<file path="config.mk">
export PLATFORM = sky130hd
export DESIGN_NAME = maskable_irq_sources
export DESIGN_NICKNAME = d
export VERILOG_FILES = /design/src/irq_src_pkg.sv /design/src/maskable_irq_sources.sv
export SDC_FILE = /design/constraint.sdc
export NUM_CORES = 1
export LEC_CHECK = 0
export BUFFER_PORTS_ARGS = -buffer_cell sky130_fd_sc_hd__buf_2
export CAP_MARGIN = 20
export CORE_MARGIN = 2
export CORE_UTILIZATION = 32
export CTS_CLUSTER_DIAMETER = 50
export DETAILED_ROUTE_END_ITERATION = 10
export PLACE_DENSITY_LB_ADDON = 0.1
export SYNTH_ARGS = -nofsm -noshare
export SYNTH_HDL_FRONTEND = slang
export SYNTH_SLANG_ARGS = --single-unit
export TNS_END_PERCENT = 5
</file>
<file path="constraint.sdc">
create_clock -name i_sys_clk -period 14.9 [get_ports i_sys_clk]
set_input_delay 0.745 -clock i_sys_clk [delete_from_list [all_inputs] [get_ports i_sys_clk]]
set_output_delay 0.745 -clock i_sys_clk [all_outputs]
set_load 0.02 [all_outputs]
</file>
<file path="src/irq_src_pkg.sv">
package irq_src_pkg;

    // ****************************************************************
    // sizes
    // ****************************************************************
    localparam int NUM_SRC  = 11;
    localparam int NUM_PIN  = 4;
    localparam int ADDR_W   = 5;
    localparam int DATA_W   = 16;
    localparam int LEVEL_W  = 2;
    localparam int SRC_W    = 4;
    localparam int T6_CNT_W = 16;

    // ****************************************************************
    // source numbers, also the index of each control register
    // ****************************************************************
    localparam int SRC_CAPSTAN_FG   = 0;
    localparam int SRC_TIMER0       = 1;
    localparam int SRC_TIMER1       = 2;
    localparam int SRC_TIMER2       = 3;
    localparam int SRC_TIMER3       = 4;
    localparam int SRC_TIMER4       = 5;
    localparam int SRC_TIMER6       = 6;
    localparam int SRC_CONTROL      = 7;
    localparam int SRC_HEAD_SWITCH  = 8;
    localparam int SRC_SERVO_VSYNC  = 9;
    localparam int SRC_PATTERN_GEN  = 10;

    // ****************************************************************
    // pin slots in the synchroniser
    // ****************************************************************
    localparam int PIN_CAPSTAN_FG   = 0;
    localparam int PIN_CONTROL      = 1;
    localparam int PIN_HEAD_SWITCH  = 2;
    localparam int PIN_SERVO_VSYNC  = 3;

    // ****************************************************************
    // register offsets
    // ****************************************************************
    localparam logic [ADDR_W-1:0] ADDR_CTRL_BASE = 5'h00;
    localparam logic [ADDR_W-1:0] ADDR_STATUS    = 5'h10;
    localparam logic [ADDR_W-1:0] ADDR_MASK      = 5'h11;
    localparam logic [ADDR_W-1:0] ADDR_PATTERN   = 5'h12;
    localparam logic [ADDR_W-1:0] ADDR_PRESENT   = 5'h13;

    // ****************************************************************
    // control register fields and values
    // ****************************************************************
    localparam int CTRL_LEVEL_LSB  = 0;
    localparam int CTRL_ENABLE_BIT = 2;
    localparam int CTRL_PEND_BIT   = 3;
    localparam int CTRL_T6SEL_LSB  = 4;
    localparam logic [LEVEL_W-1:0] LEVEL_MAX = 2'h2;
    localparam int T6_TOP_BIT      = 15;

    // timer 6 cause select
    localparam logic [1:0] T6_SEL_OVF16 = 2'h0;
    localparam logic [1:0] T6_SEL_CNT15 = 2'h1;
    localparam logic [1:0] T6_SEL_CNT14 = 2'h2;
    localparam logic [1:0] T6_SEL_CNT13 = 2'h3;

    // ****************************************************************
    // types
    // ****************************************************************
    typedef struct packed {
        logic [1:0]         t6_sel;
        logic               pend;
        logic               enable;
        logic [LEVEL_W-1:0] level;
    } ctrl_type;

    typedef struct packed {
        logic [NUM_PIN-1:0] s1;
        logic [NUM_PIN-1:0] s2;
        logic [NUM_PIN-1:0] prev;
    } pin_sync_type;

    typedef struct packed {
        ctrl_type [NUM_SRC-1:0] ctrl;
        logic [NUM_SRC-1:0]     status;
        logic [NUM_SRC-1:0]     mask;
        logic [DATA_W-1:0]      pattern;
        pin_sync_type           pins;
        logic [T6_CNT_W-1:0]    t6_prev;
        logic                   spg_eq_prev;
        logic [DATA_W-1:0]      rdata;
        logic                   irq_req;
        logic [LEVEL_W-1:0]     irq_level;
        logic [SRC_W-1:0]       irq_src;
        logic                   int_out;
    } state_type;

    localparam state_type STATE_RESET = '0;

endpackage

</file>
<file path="src/maskable_irq_sources.sv">
// Notes on behaviour
// - a pending source presents the level held in its own control register to the core.
// - software sets each level 0 to 2; the block stores and uses it.
// - a rising edge on the capstan FG pin raises the capstan request.
// - timers 0, 1, 3 and 4 raise their own request on overflow.
// - timer 2 requests on overflow, compare match, capture edge or bit counter underflow.
// - timer 6 requests on 16-bit overflow or on 2^15, 2^14 or 2^13 count.
// - any change of the tape control signal raises the control request.
// - any change of the head switch signal raises the head switch request.
// - any change of the servo vertical sync raises the servo vsync request.
// - free running counter equal to the pattern timing value raises the pattern request.
// - only enabled requests with level below the status word mask level are presented.
//
// Local design decisions: the placing of the registers and the address-and-strobe port.
`timescale 1ns/100ps
`default_nettype none

module maskable_irq_sources (
    input  wire logic                                 i_sys_clk,
    input  wire logic                                 i_rst_n,
    // register port
    input  wire logic [irq_src_pkg::ADDR_W-1:0]       i_reg_addr,
    input  wire logic [irq_src_pkg::DATA_W-1:0]       i_reg_wdata,
    input  wire logic                                 i_reg_wr,
    input  wire logic                                 i_reg_rd,
    output logic      [irq_src_pkg::DATA_W-1:0]       o_reg_rdata,
    // pins, asynchronous
    input  wire logic                                 i_capstan_fg_input,
    input  wire logic                                 i_control_signal,
    input  wire logic                                 i_head_switch_signal,
    input  wire logic                                 i_servo_vsync,
    // on-chip causes, same clock
    input  wire logic                                 i_timer0_ovf,
    input  wire logic                                 i_timer1_ovf,
    input  wire logic                                 i_timer2_ovf,
    input  wire logic                                 i_timer2_cmp_match,
    input  wire logic                                 i_timer2_capture_edge,
    input  wire logic                                 i_serial_bit_down_counter_unf,
    input  wire logic                                 i_timer3_ovf,
    input  wire logic                                 i_timer4_ovf,
    input  wire logic [irq_src_pkg::T6_CNT_W-1:0]     i_timer6_count,
    input  wire logic [irq_src_pkg::DATA_W-1:0]       i_frc_value,
    // core side
    input  wire logic [irq_src_pkg::LEVEL_W-1:0]      i_psw_mask_level,
    input  wire logic                                 i_irq_ack,
    output logic                                      o_irq_req,
    output logic      [irq_src_pkg::LEVEL_W-1:0]      o_irq_level,
    output logic      [irq_src_pkg::SRC_W-1:0]        o_irq_src,
    output logic                                      o_int
);

    // ****************************************************************
    // state
    // ****************************************************************
    irq_src_pkg::state_type              q;
    irq_src_pkg::state_type              d;
    logic [irq_src_pkg::NUM_SRC-1:0]     ev;
    logic [irq_src_pkg::T6_CNT_W-1:0]    t6_fall;
    logic                                spg_eq;
    logic                                found;
    logic [irq_src_pkg::LEVEL_W-1:0]     best_lvl;
    logic [irq_src_pkg::SRC_W-1:0]       best_src;
    logic [irq_src_pkg::LEVEL_W-1:0]     wr_level;

    // ****************************************************************
    // cause detection
    // ****************************************************************

    // timer 6 tap bits falling mark a count boundary
    assign t6_fall = q.t6_prev & ~i_timer6_count;
    assign spg_eq  = (i_frc_value == q.pattern);

    // one pulse per source event
    always_comb begin
        ev = '0;
        ev[irq_src_pkg::SRC_CAPSTAN_FG] = q.pins.s2[irq_src_pkg::PIN_CAPSTAN_FG]
                                          & ~q.pins.prev[irq_src_pkg::PIN_CAPSTAN_FG];

        ev[irq_src_pkg::SRC_TIMER0] = i_timer0_ovf;
        ev[irq_src_pkg::SRC_TIMER1] = i_timer1_ovf;
        ev[irq_src_pkg::SRC_TIMER2] = i_timer2_ovf | i_timer2_cmp_match
                                      | i_timer2_capture_edge | i_serial_bit_down_counter_unf;
        ev[irq_src_pkg::SRC_TIMER3] = i_timer3_ovf;
        ev[irq_src_pkg::SRC_TIMER4] = i_timer4_ovf;

        // select 2^16, 2^15, 2^14 or 2^13 boundary
        ev[irq_src_pkg::SRC_TIMER6] = t6_fall[irq_src_pkg::T6_TOP_BIT
                                      - int'(q.ctrl[irq_src_pkg::SRC_TIMER6].t6_sel)];

        ev[irq_src_pkg::SRC_CONTROL] = q.pins.s2[irq_src_pkg::PIN_CONTROL]
                                       ^ q.pins.prev[irq_src_pkg::PIN_CONTROL];
        ev[irq_src_pkg::SRC_HEAD_SWITCH] = q.pins.s2[irq_src_pkg::PIN_HEAD_SWITCH]
                                           ^ q.pins.prev[irq_src_pkg::PIN_HEAD_SWITCH];
        ev[irq_src_pkg::SRC_SERVO_VSYNC] = q.pins.s2[irq_src_pkg::PIN_SERVO_VSYNC]
                                           ^ q.pins.prev[irq_src_pkg::PIN_SERVO_VSYNC];

        ev[irq_src_pkg::SRC_PATTERN_GEN] = spg_eq & ~q.spg_eq_prev;
    end

    // level field of a write, 3 folds to the top level
    always_comb begin
        wr_level = i_reg_wdata[irq_src_pkg::CTRL_LEVEL_LSB +: irq_src_pkg::LEVEL_W];
        if (wr_level > irq_src_pkg::LEVEL_MAX) begin
            wr_level = irq_src_pkg::LEVEL_MAX;
        end
    end

    // ****************************************************************
    // next state
    // ****************************************************************
    always_comb begin
        d = q;
        found = 1'b0;
        best_lvl = '0;
        best_src = '0;

        // pin synchronisers and history
        d.pins.s1   = {i_servo_vsync,
                       i_head_switch_signal,
                       i_control_signal, i_capstan_fg_input};
        d.pins.s2   = q.pins.s1;
        d.pins.prev = q.pins.s2;

        d.t6_prev   = i_timer6_count;
        d.spg_eq_prev = spg_eq;

        // register writes
        if (i_reg_wr) begin
            for (int i = 0; i < irq_src_pkg::NUM_SRC; i++) begin
                if (i_reg_addr == irq_src_pkg::ADDR_CTRL_BASE + 5'(i)) begin
                    d.ctrl[i].level  = wr_level;
                    d.ctrl[i].enable = i_reg_wdata[irq_src_pkg::CTRL_ENABLE_BIT];
                    // writing zero clears the pending flag, one keeps it
                    d.ctrl[i].pend   = q.ctrl[i].pend & i_reg_wdata[irq_src_pkg::CTRL_PEND_BIT];
                    if (i == irq_src_pkg::SRC_TIMER6) begin
                        d.ctrl[i].t6_sel = i_reg_wdata[irq_src_pkg::CTRL_T6SEL_LSB +: 2];
                    end
                end
            end

            unique case (i_reg_addr)
                irq_src_pkg::ADDR_STATUS: begin
                    d.status = q.status & ~i_reg_wdata[irq_src_pkg::NUM_SRC-1:0];
                end
                irq_src_pkg::ADDR_MASK: begin
                    d.mask = i_reg_wdata[irq_src_pkg::NUM_SRC-1:0];
                end
                irq_src_pkg::ADDR_PATTERN: begin
                    d.pattern = i_reg_wdata;
                end
                default: begin
                end
            endcase
        end

        // acceptance by the core clears the presented source
        if (i_irq_ack && q.irq_req) begin
            for (int i = 0; i < irq_src_pkg::NUM_SRC; i++) begin
                if (q.irq_src == 4'(i)) begin
                    d.ctrl[i].pend = 1'b0;
                end
            end
        end

        // events last, so a set beats any clear
        for (int i = 0; i < irq_src_pkg::NUM_SRC; i++) begin
            if (ev[i]) begin
                d.ctrl[i].pend = 1'b1;
                d.status[i]    = 1'b1;
            end
        end

        // pick the lowest level, lowest source on a tie
        for (int i = 0; i < irq_src_pkg::NUM_SRC; i++) begin
            if (d.ctrl[i].pend && d.ctrl[i].enable
                && (d.ctrl[i].level < i_psw_mask_level)) begin
                if (!found || (d.ctrl[i].level < best_lvl)) begin
                    found    = 1'b1;
                    best_lvl = d.ctrl[i].level;
                    best_src = 4'(i);
                end
            end
        end

        d.irq_req   = found;
        d.irq_level = best_lvl;
        d.irq_src   = best_src;
        d.int_out   = |(d.status & d.mask);

        // read data for the next cycle only
        d.rdata = '0;

        if (i_reg_rd) begin
            for (int i = 0; i < irq_src_pkg::NUM_SRC; i++) begin
                if (i_reg_addr == irq_src_pkg::ADDR_CTRL_BASE + 5'(i)) begin
                    d.rdata = 16'(q.ctrl[i]);
                end
            end

            unique case (i_reg_addr)
                irq_src_pkg::ADDR_STATUS: begin
                    d.rdata = 16'(q.status);
                end
                irq_src_pkg::ADDR_MASK: begin
                    d.rdata = 16'(q.mask);
                end
                irq_src_pkg::ADDR_PATTERN: begin
                    d.rdata = q.pattern;
                end
                irq_src_pkg::ADDR_PRESENT: begin
                    d.rdata = 16'({q.irq_req, q.irq_level, q.irq_src});
                end
                default: begin
                end
            endcase
        end
    end

    // state register
    always_ff @(posedge i_sys_clk) begin
        if (!i_rst_n) begin
            q <= irq_src_pkg::STATE_RESET;
        end else begin
            q <= d;
        end
    end

    // ****************************************************************
    // outputs
    // ****************************************************************
    assign o_reg_rdata = q.rdata;
    assign o_irq_req   = q.irq_req;
    assign o_irq_level = q.irq_level;
    assign o_irq_src   = q.irq_src;
    assign o_int       = q.int_out;

    // ****************************************************************
    // checks
    // ****************************************************************
    logic [irq_src_pkg::ADDR_W-1:0]   ast_addr_q;
    logic [irq_src_pkg::LEVEL_W-1:0]  ast_psw_q;

    // helper copies of last cycle's inputs
    always_ff @(posedge i_sys_clk) begin
        ast_addr_q <= i_reg_addr;
        ast_psw_q  <= i_psw_mask_level;
    end
endmodule

`default_nettype wire

</file>
Word-level counts from Yosys, hierarchy flattened
Index checks and enable logic that the tools add are counted.

Shifts and indexed selects: 0. Multiply operators: 0. Div/mod/pow operators: 0. Magnitude comparators: 23. Eq/ne operators: 25. Reduce and logical (&&, ||, !) cells: 49. Add/sub/neg operators: 1. Mux-type cells: 146. Bitwise operators: 26.

Operator list (number): two-way mux 16 bit (11); two-way mux 4 bit (37); two-way mux 1 bit (69); case mux 16 bit (4 select lines) (1); two-way mux 2 bit (22); < comparator 2 bit (21); two-way mux 42 bit (1); logical AND 1 bit (23); bitwise AND 11 bit (2); two-way mux 11 bit (2); == test 5 x 3 -> 1 bit, second input constant (4); == test 5 bit, second input constant (4); bitwise AND 16 bit (1); == test 16 bit (1); == test 4 x 3 -> 1 bit, second input constant (4); inverter 16 bit (1); == test 5 x 4 -> 1 bit, second input constant (3); bitwise AND 1 bit (13); == test 4 bit, second input constant (3); inverter 11 bit (1); OR reduction 11 bit (1); == test 5 x 2 -> 1 bit, second input constant (2); logical NOT 1 bit (10); logical OR 1 bit (10); 15 further kinds (23).

Output and inout port bits: 24. Bits in read-only memories: 0. Word-level logic and storage cells: 317. Memory bits (writable): 0. Memories kept: 0. Register bits: 137. Bits in latches: 0.

Logic depth before layout (Yosys ltp)
Gate-level depths: netlist of run 1.

Word-level depth: 50. Depth in mapped cells: 63. Depth with buffers taken out: 62.

Least setup slack after synthesis of run 1
OpenSTA, ideal clock, no wires.

Kind: input to register. Start point: in i_reg_addr[4] (netlist name). End point: reg q, in the netlist o_irq_src[2]. Arrival: 12.914 ns. Data required time: 14.788 ns. Stages: 63. Slack: 1.874 ns. Path through: buf_6 nor4b_4 nand2_1 mux2i_1 inv_1 ha_1 o311a_1 nor4_4 nand2_1 ha_1 a21oi_1 o21ai_0 o22a_1 ha_1 nor2_1 and4b_1 a31oi_1 o21ai_0 [27 not listed] mux2i_1 inv_1 ha_1 or2_2 a21o_1 o41ai_4 mux2i_1 ha_1 or2_2 a21o_1 nand2_1 mux2_1 ha_1 nor2_1 o21bai_1 o41a_1 nand2_1 a2111oi_1.

RTL lines: start, declared (line maskable_irq_sources.sv:22) `input wire logic [irq_src_pkg::ADDR_W-1:0] i_reg_addr,`; end signal, assigned (line maskable_irq_sources.sv:222) `q <= irq_src_pkg::STATE_RESET;`; end, declared (line maskable_irq_sources.sv:55) `irq_src_pkg::state_type q;`.

==> flow_summary_export.csv, run 1 <==
group,metric,value,unit
synthesis,synth_seq_cells,125,
die,die_y,151,um
drt,drt_iter0_drc,399,
clock_tree,clk_pin_slew,0.06,ns
critical_path,crit_path_end_kind,"flop",
run,cap_violations,0,
synthesis,synth_common_cells,"dfxtp_1, nand2_1, nor2_1",
die,rows,53,
drt,drc,0,
die,fp.dieW,151,um
placed_design,dp_hpwl,17.6,mm
sta,clock-skew-final,0.0116,ns
hold_path,worstHoldPathType,"reg2reg",
synthesis,synth_cells,793,
finish,final_nets,944,
synthesis,synth_cell_type_count,87,
synthesis,synth_seq_area_share,0.364,
drt,drt_wl_total,23.2,mm
critical_path,r2r-start,"o_irq_req$_SDFF_PN0_",
critical_path,worstSetupPathType,"in2reg",
sta,tns,0,ns
synthesis,yosys.area.top_type,"dfxtp_1",
clock_tree,cts_buffers,17,
critical_path,rrSetupSlack,1.48,ns
grt,antenna_found_initial,0,
finish,stdcell_count,1139,
placed_design,gp_congestion,0.953,
critical_path,crit_top_cell,"ha_1",
sta,max_clock_freq,71.8,MHz
clock_tree,clockBufferDepth,2,
synthesis,ys.flop_type,"dfxtp_1",
hold_path,holdPathEnd,"d[43]$_SDFF_PN0_",
synthesis,synth_mux_area_frac,0.0900,
power_and_ir_drop,leakage,3.44,nW
hold_path,min_from,"d[47]$_SDFF_PN0_",
hold_path,hold_depth,1,
die,core_area,21100,um^2
critical_path,required,15.26,ns
clock_tree,insertion_delay,0.42,ns
grt,grt_first_pass_wirelength,35.1,mm
sta,hold_viol,0,
finish,n_antenna_cell,0,
sta,timing.final.crit_share,0.934,
finish,drive_gt1_frac,0.201,
synthesis,synth-warning-count,0,
sta,slew_violations,0,
clock_tree,clock-root-buffer,"clkbuf_16",
synthesis,syn_area,6880,um^2
synthesis,synthSimpleGateAreaFrac,0.242,
critical_path,reg2reg_depth,60,
drt,detail_route.wl_per_cell,20.4,um
power_and_ir_drop,ir_drop,0.0797,mV
synthesis,synth_fa_ha_area_frac,0.0382,
grt,globalRouteOverflowTotal,0,
grt,grt_usage,0.209,
synthesis,synth_nets,886,
sta,tightestPinTransition,0.887,ns
critical_path,r2r_end,"o_irq_src[2]$_SDFF_PN0_",
critical_path,cp.arrival,14.28,ns
synthesis,synth_compound_area_frac,0.187,
power_and_ir_drop,p_total,0.871,mW
sta,finalCriticalPeriod,13.92,ns
synthesis,post_synth.cell_area_avg,8.68,um^2
drt,viasPerCell,5.38,
die,io_pins,96,
grt,grt_pass1_vias,6016,
critical_path,slowest_stage,"a2111oi_1",
drt,antenna_left,0,
sta,rsz0062_at_grt,"false",
die,start_util,0.326,
finish,fin_util,0.383,
synthesis,synth_top_area_frac,0.364,
synthesis,synth_edf_count,0,
clock_tree,clock-sinks,125,
synthesis,yosysMostFrequentCell,"dfxtp_1",
finish,fin_area,8080,um^2
clock_tree,htree_levels,4,
critical_path,worstPathMaxFanout,12,
clock_tree,cts_tree,"built",
drt,vias,6128,
synthesis,synth_top_family_by_area,"simple AND/OR/NAND/NOR gates",
sta,max-slew-margin-rel,0.409,
sta,setup_viol,0,
finish,area_delta_synth_final,17.4,%
synthesis,synth_xor_area_frac,0.0242,
power_and_ir_drop,powerDensity,108,nW/um^2
placed_design,io_buffers,83,
drt,drtPass1Iterations,5,
placed_design,place_inst,1106,
placed_design,dpl_cell_area,7420,um^2
die,die_area,22700,um^2
clock_tree,cts.hold.buffers_added,0,
grt,grt_max_degree,75,
synthesis,synth_async_sr_flop_share,0,
status,status,"finished, final reports clean",
critical_path,cp-start-kind,"primary input",
critical_path,critPathMaxStageDelay,0.40,ns
synthesis,synth_area_leaders,"dfxtp_1, mux2i_1, nand2_1",
metal layers:
layer	GRT usage	vias to the layer above	wire [um]
li1	-	2953	-
met1	0.261	2961	10200
met2	0.360	185	11400
met3	0.0342	29	942
met4	0.0776	0	639
met5	0	-	0
registers in the layout, indices dropped and copies added, names as in the netlist:
signal and flops:
o_irq_src 4, o_irq_req 1, o_reg_rdata 16, q 93, o_int 1, o_irq_level 2
d 8
repair_timing:
item | in CTS | in global routing
setup buffers | 0 | 1
gates resized for setup | 0 | 2
setup endpoints to repair | 0 | 2
logic make-up (layout without fill, tap and decap cells):
| family | count (synthesis) | after routing |
|---|---|---|
| multiplexers | 52 | 52 |
| AND/OR/NAND/NOR | 322 | 322 |
| flip-flops | 125 | 125 |
| XOR/XNOR | 19 | 19 |
| AO/OA/AOI/OAI | 181 | 181 |
| buffers and inverters | 73 | 144 |
| adder cells (fa/ha/maj) | 21 | 21 |
critical path, delay by kind of cell:
kind            cells  cell delay (ns)
compound gates     25             5.32
fa+ha+maj          11             3.05
buf+inv             5             0.79
mux                 4             1.15
simple gates       20             3.20
layout make-up:
class	count	area (um^2)
clock inverters	14	216
well taps	275	344
clock buffers	18	429
fillers	2149	13000
repair buffers	96	513
flip-flops and latches	125	2500
inverters	16	60.1
multi-input cells	595	4020
how the worst max path moves through the flow:
| stage | to | startpoint | cells after the start | slack, ns |
|---|---|---|---|---|
| 4_1_cts | o_irq_src[2]$_SDFF_PN0_ | i_reg_wr | 65 | 0.83 |
| 2_1_floorplan | o_irq_src[2]$_SDFF_PN0_ | i_reg_addr[4] | 63 | 1.87 |
| 5_1_grt | o_irq_src[2]$_SDFF_PN0_ | i_reg_wr | 65 | 0.005 |
| 6_report | o_irq_src[2]$_SDFF_PN0_ | i_reg_wr | 65 | 0.98 |
| 3_3_place_gp | o_irq_src[2]$_SDFF_PN0_ | i_reg_wr | 65 | 0.71 |
| 3_5_place_dp | o_irq_src[2]$_SDFF_PN0_ | i_reg_wr | 65 | 0.46 |
where the power goes:
group | switching (mW) | internal [mW] | leakage, nW
clock network | 0.160 | 0.297 | 0.303
registers | 0.00484 | 0.342 | 1.02
logic | 0.0428 | 0.0240 | 2.12
total | 0.208 | 0.663 | 3.44
stage by stage:
step / hold slack (ns) / worst slack, ns
after floorplan: 0.412 / 1.87
after global placement: 0.421 / 0.709
after detailed placement: 0.424 / 0.455
after CTS: 0.438 / 0.827
after global routing: 0.448 / 0.00498
final: 0.430 / 0.976
cells in the final DEF (no fill, tap or decap), types with 10 or more instances in the layout:
cell type and count:
inv_1 15, buf_4 13, nand3_1 11, dfxtp_1 125, a31oi_1 10, buf_2 83, clkbuf_16 17, xor2_1 19
and2_1 42, a21oi_1 60, nor2_1 90, nor3_1 10, ha_1 21, mux2i_1 35, o21ai_0 14, nand2_1 90
Note: power is estimated with default switching activity, not from simulation.
==> run 2, diff against run 1 <==
Settings changed: CTS_BUF_LIST from default to sky130_fd_sc_hd__clkbuf_8.
Clock period 14.9 ns to 14 ns, I/O delays scaled along.
==> flow_summary_export.csv, run 2 (synthesis gave the netlist of run 1 again) <==
group,metric,value,unit
finish,largest_reg_flops,93,
sta,slew_violations,0,
finish,fin_area,7990,um^2
sta,tightestPinTransition,0.862,ns
hold_path,worstHoldPathType,"reg2reg",
drt,antenna_left,0,
drt,drt_wl_total,23.2,mm
status,status,"finished, final reports clean",
critical_path,required,14.39,ns
sta,finalCriticalPeriod,13.11,ns
clock_tree,cts_tree,"built",
clock_tree,cts_buffers,17,
sta,max-slew-margin-rel,0.425,
sta,max_clock_freq,76.3,MHz
finish,most-common-layout-cells,"dfxtp_1, nand2_1, nor2_1",
finish,area_delta_synth_final,16.1,%
clock_tree,htree_levels,4,
critical_path,crit_top_cell,"ha_1",
die,core_area,21100,um^2
finish,n_antenna_cell,0,
critical_path,slowest_stage,"a2111oi_1",
critical_path,cp-start-kind,"primary input",
placed_design,gp_congestion,0.866,
sta,clock-skew-final,0.0182,ns
grt,grt_usage,0.210,
critical_path,worstPathMaxFanout,10,
power_and_ir_drop,powerDensity,97.4,nW/um^2
placed_design,io_buffers,83,
drt,drt_iter0_drc,384,
die,io_pins,96,
sta,hold_viol,0,
die,fp.dieW,151,um
grt,globalRouteOverflowTotal,0,
critical_path,crit_path_end_kind,"flop",
drt,viasPerCell,5.35,
grt,grt_max_degree,75,
critical_path,critPathMaxStageDelay,0.43,ns
finish,largest_register,"q",
die,die_y,151,um
grt,grt_pass1_vias,6079,
power_and_ir_drop,leakage,3.45,nW
die,start_util,0.326,
placed_design,dp_hpwl,17.8,mm
drt,detail_route.wl_per_cell,20.1,um
die,rows,53,
critical_path,worstSetupPathType,"in2reg",
clock_tree,clock-sinks,125,
drt,drtPass1Iterations,6,
sta,tns,0,ns
critical_path,rrSetupSlack,1.11,ns
sta,setup_viol,0,
finish,drive_gt1_frac,0.216,
run,cap_violations,0,
clock_tree,insertion_delay,0.46,ns
clock_tree,clk_pin_slew,0.07,ns
sta,rsz0062_at_grt,"false",
finish,final_common_cell,"dfxtp_1",
placed_design,dpl_cell_area,7550,um^2
die,die_area,22700,um^2
grt,grt_first_pass_wirelength,35.4,mm
clock_tree,clock-root-buffer,"clkbuf_8",
grt,antenna_found_initial,0,
clock_tree,post_cts_buffers,0,
power_and_ir_drop,ir_drop,0.0596,mV
sta,timing.final.crit_share,0.936,
drt,drc,0,
clock_tree,clockBufferDepth,2,
critical_path,cp.arrival,13.50,ns
drt,vias,6179,
finish,final_nets,961,
finish,n_fill_cell,2197,
run 2: final cells by class:
cell class / instances / area (um^2) / share of cell area
multi-input cells: 595 / 4030 / 0.504
flip-flops and latches: 125 / 2500 / 0.313
repair buffers: 113 / 643 / 0.0805
well taps: 275 / 344 / 0.0430
clock buffers: 19 / 262 / 0.0327
clock inverters: 11 / 151 / 0.0189
inverters: 16 / 60.1 / 0.00751
run 2: stage by stage:
step           hold WS [ns]  power (mW)  utilization  cells  setup slack [ns]
3_3_place_gp          0.427       0.447        0.358   1124             0.397
2_1_floorplan         0.412       0.416            -    793              1.02
3_5_place_dp          0.422       0.448        0.358   1124             0.159
4_1_cts               0.428       0.787        0.378   1154             0.547
6_report              0.430       0.779        0.379   1154             0.890
5_1_grt               0.437       0.809        0.379   1154           0.00250
run 2: worst max-delay path, delay by kind of cell:
kind / cells / cell delay (ns)
AO/OA/AOI/OAI: 25 / 5.04
adder cells (fa/ha/maj): 11 / 2.98
buffers and inverters: 4 / 0.51
multiplexers: 4 / 1.07
AND/OR/NAND/NOR: 20 / 3.19
run 2: what timing repair did:
action / CTS / global route
endpoints found under the setup margin: 0 / 5
gates resized for setup: 0 / 7
hold buffers: 0 / 0
run 2: final timing paths:
path / endpoint / depth (start not counted) / startpoint
worst min-delay path: d[43]$_SDFF_PN0_ / 1 / d[47]$_SDFF_PN0_
worst max register to register: o_irq_src[2]$_SDFF_PN0_ / 60 / o_irq_req$_SDFF_PN0_
worst min register to register: d[43]$_SDFF_PN0_ / 1 / d[47]$_SDFF_PN0_
worst max-delay path: o_irq_src[2]$_SDFF_PN0_ / 64 / i_reg_addr[4]
run 2: power breakdown:
group | internal [mW] | switching, mW | leakage (nW) | total [mW]
Clock | 0.198 | 0.140 | 0.225 | 0.338
Sequential | 0.363 | 0.00508 | 1.02 | 0.368
Combinational | 0.0263 | 0.0458 | 2.21 | 0.0722
Total | 0.588 | 0.191 | 3.45 | 0.779
run 2: layer usage:
layer | GRT usage | vias up | share of wire
li1 | - | 2982 | -
met1 | 0.261 | 2973 | 0.44
met2 | 0.361 | 181 | 0.49
met3 | 0.0330 | 43 | 0.038
met4 | 0.0860 | 0 | 0.030
met5 | 0 | - | 0
==> run 3, diff against run 2 <==
Settings changed: BUFFER_PORTS_ARGS -buffer_cell sky130_fd_sc_hd__buf_2 to -buffer_cell sky130_fd_sc_hd__clkbuf_2, CAP_MARGIN 20 to default.
==> flow_summary_export.csv, run 3 (synthesis gave the netlist of run 1 again) <==
group,metric,value,unit
grt,grt_max_degree,75,
clock_tree,insertion_delay,0.45,ns
finish,largest_reg_flops,93,
run,cap_violations,0,
critical_path,rrSetupSlack,0.99,ns
finish,largest_register,"q",
critical_path,cp-start-kind,"primary input",
die,fp.dieW,151,um
finish,n_antenna_cell,0,
clock_tree,clockBufferDepth,2,
drt,drtPass1Iterations,7,
critical_path,cp.arrival,13.58,ns
critical_path,path_buf_inv,4,
sta,max_clock_freq,75.9,MHz
drt,vias,6192,
clock_tree,clk_pin_slew,0.08,ns
critical_path,crit_path_end_kind,"flop",
critical_path,critPathMaxStageDelay,0.36,ns
hold_path,worstHoldPathType,"reg2reg",
finish,most-common-layout-cells,"dfxtp_1, nand2_1, nor2_1",
sta,finalCriticalPeriod,13.18,ns
die,rows,53,
critical_path,r2r_end,"o_irq_src[2]$_SDFF_PN0_",
grt,grt_usage,0.210,
finish,final_nets,962,
sta,clock-skew-final,0.0107,ns
clock_tree,htree_levels,4,
die,start_util,0.326,
hold_path,min_from,"d[47]$_SDFF_PN0_",
placed_design,gp_congestion,0.881,
critical_path,required,14.39,ns
drt,drt_iter0_drc,366,
drt,detail_route.wl_per_cell,20.1,um
grt,antenna_found_initial,0,
sta,tns,0,ns
clock_tree,clock-root-buffer,"clkbuf_8",
die,core_area,21100,um^2
sta,slew_violations,0,
critical_path,worstSetupPathType,"in2reg",
clock_tree,cts_tree,"built",
placed_design,dp_hpwl,18.1,mm
sta,max-slew-margin-rel,0.401,
drt,viasPerCell,5.35,
status,status,"finished, final reports clean",
critical_path,path_delay_family,"compound AO/OA/AOI/OAI gates",
critical_path,crit_top_cell,"ha_1",
grt,globalRouteOverflowTotal,0,
grt,grt_first_pass_wirelength,35.4,mm
power_and_ir_drop,ir_drop,0.0517,mV
drt,drt_wl_total,23.3,mm
critical_path,reg2reg_depth,60,
finish,area_delta_synth_final,16.3,%
finish,fin_util,0.380,
drt,drc,0,
clock_tree,cts_buffers,17,
die,die_y,151,um
finish,final_common_cell,"dfxtp_1",
power_and_ir_drop,leakage,3.44,nW
sta,timing.final.crit_share,0.942,
drt,antenna_left,0,
sta,tightestPinTransition,0.899,ns
clock_tree,clock-sinks,125,
critical_path,r2r-start,"o_irq_req$_SDFF_PN0_",
critical_path,worstPathMaxFanout,10,
critical_path,slowest_stage,"o32ai_1",
grt,grt_pass1_vias,6096,
finish,drive_gt1_frac,0.219,
sta,hold_viol,0,
placed_design,io_buffers,83,
sta,rsz0062_at_grt,"false",
power_and_ir_drop,powerDensity,97.9,nW/um^2
die,die_area,22700,um^2
hold_path,holdPathEnd,"d[43]$_SDFF_PN0_",
sta,setup_viol,0,
die,io_pins,96,
hold_path,hold_depth,1,
run 3: how the worst max path moves through the flow:
stage	start	end	depth (start not counted)
4_1_cts	i_reg_addr[4]	o_irq_src[2]$_SDFF_PN0_	64
3_3_place_gp	i_reg_addr[4]	o_irq_src[2]$_SDFF_PN0_	64
2_1_floorplan	i_reg_addr[4]	o_irq_src[2]$_SDFF_PN0_	63
6_report	i_reg_addr[4]	o_irq_src[2]$_SDFF_PN0_	64
3_5_place_dp	i_reg_addr[4]	o_irq_src[2]$_SDFF_PN0_	64
5_1_grt	i_reg_addr[4]	o_irq_src[2]$_SDFF_PN0_	64
run 3: cell type report:
| cell class | instances | area (um^2) |
|---|---|---|
| inverters | 16 | 60.1 |
| repair buffers | 114 | 648 |
| flip-flops and latches | 125 | 2500 |
| clock inverters | 14 | 176 |
| fillers | 2221 | 13100 |
| well taps | 275 | 344 |
| multi-input cells | 595 | 4030 |
| clock buffers | 18 | 248 |
run 3: routing by layer:
layer | share of wire | track usage | vias to the layer above | routed length, um
li1 | - | - | 2982 | -
met1 | 0.42 | 0.258 | 2981 | 9870
met2 | 0.50 | 0.366 | 186 | 11600
met3 | 0.048 | 0.0348 | 43 | 1110
met4 | 0.031 | 0.0827 | 0 | 713
met5 | 0 | 0 | - | 0
run 3: repair_timing:
action | 4_1_cts | 5_1_grt
gates resized for setup | 0 | 5
setup buffers | 0 | 2
setup endpoints to repair | 0 | 5
hold buffers | 0 | 0
run 3: per-stage QoR:
step	std cells	power [mW]	setup WS [ns]	cell area, um^2	hold WS [ns]
3_3_place_gp	1123	0.448	0.386	7550	0.423
4_1_cts	1155	0.791	0.612	7970	0.433
2_1_floorplan	793	0.416	1.02	6880	0.412
5_1_grt	1157	0.812	0.0415	8000	0.449
6_report	1157	0.783	0.817	8000	0.436
3_5_place_dp	1123	0.449	0.193	7550	0.425
run 3: where the power goes:
part	switching [mW]	internal (mW)	total, mW	leakage, nW
Combinational	0.0459	0.0269	0.0728	2.20
Sequential	0.00518	0.363	0.368	1.02
Clock	0.146	0.196	0.342	0.221
run 3: worst reg2reg max path, delay by kind of cell, from the launching register on:
| kind | cells | cell delay, ns |
|---|---|---|
| AO/OA/AOI/OAI | 25 | 5.19 |
| AND/OR/NAND/NOR | 20 | 3.53 |
| adder cells (fa/ha/maj) | 10 | 2.62 |
| multiplexers | 3 | 0.84 |
| flip-flops | 1 | 0.50 |
| buffers and inverters | 2 | 0.24 |
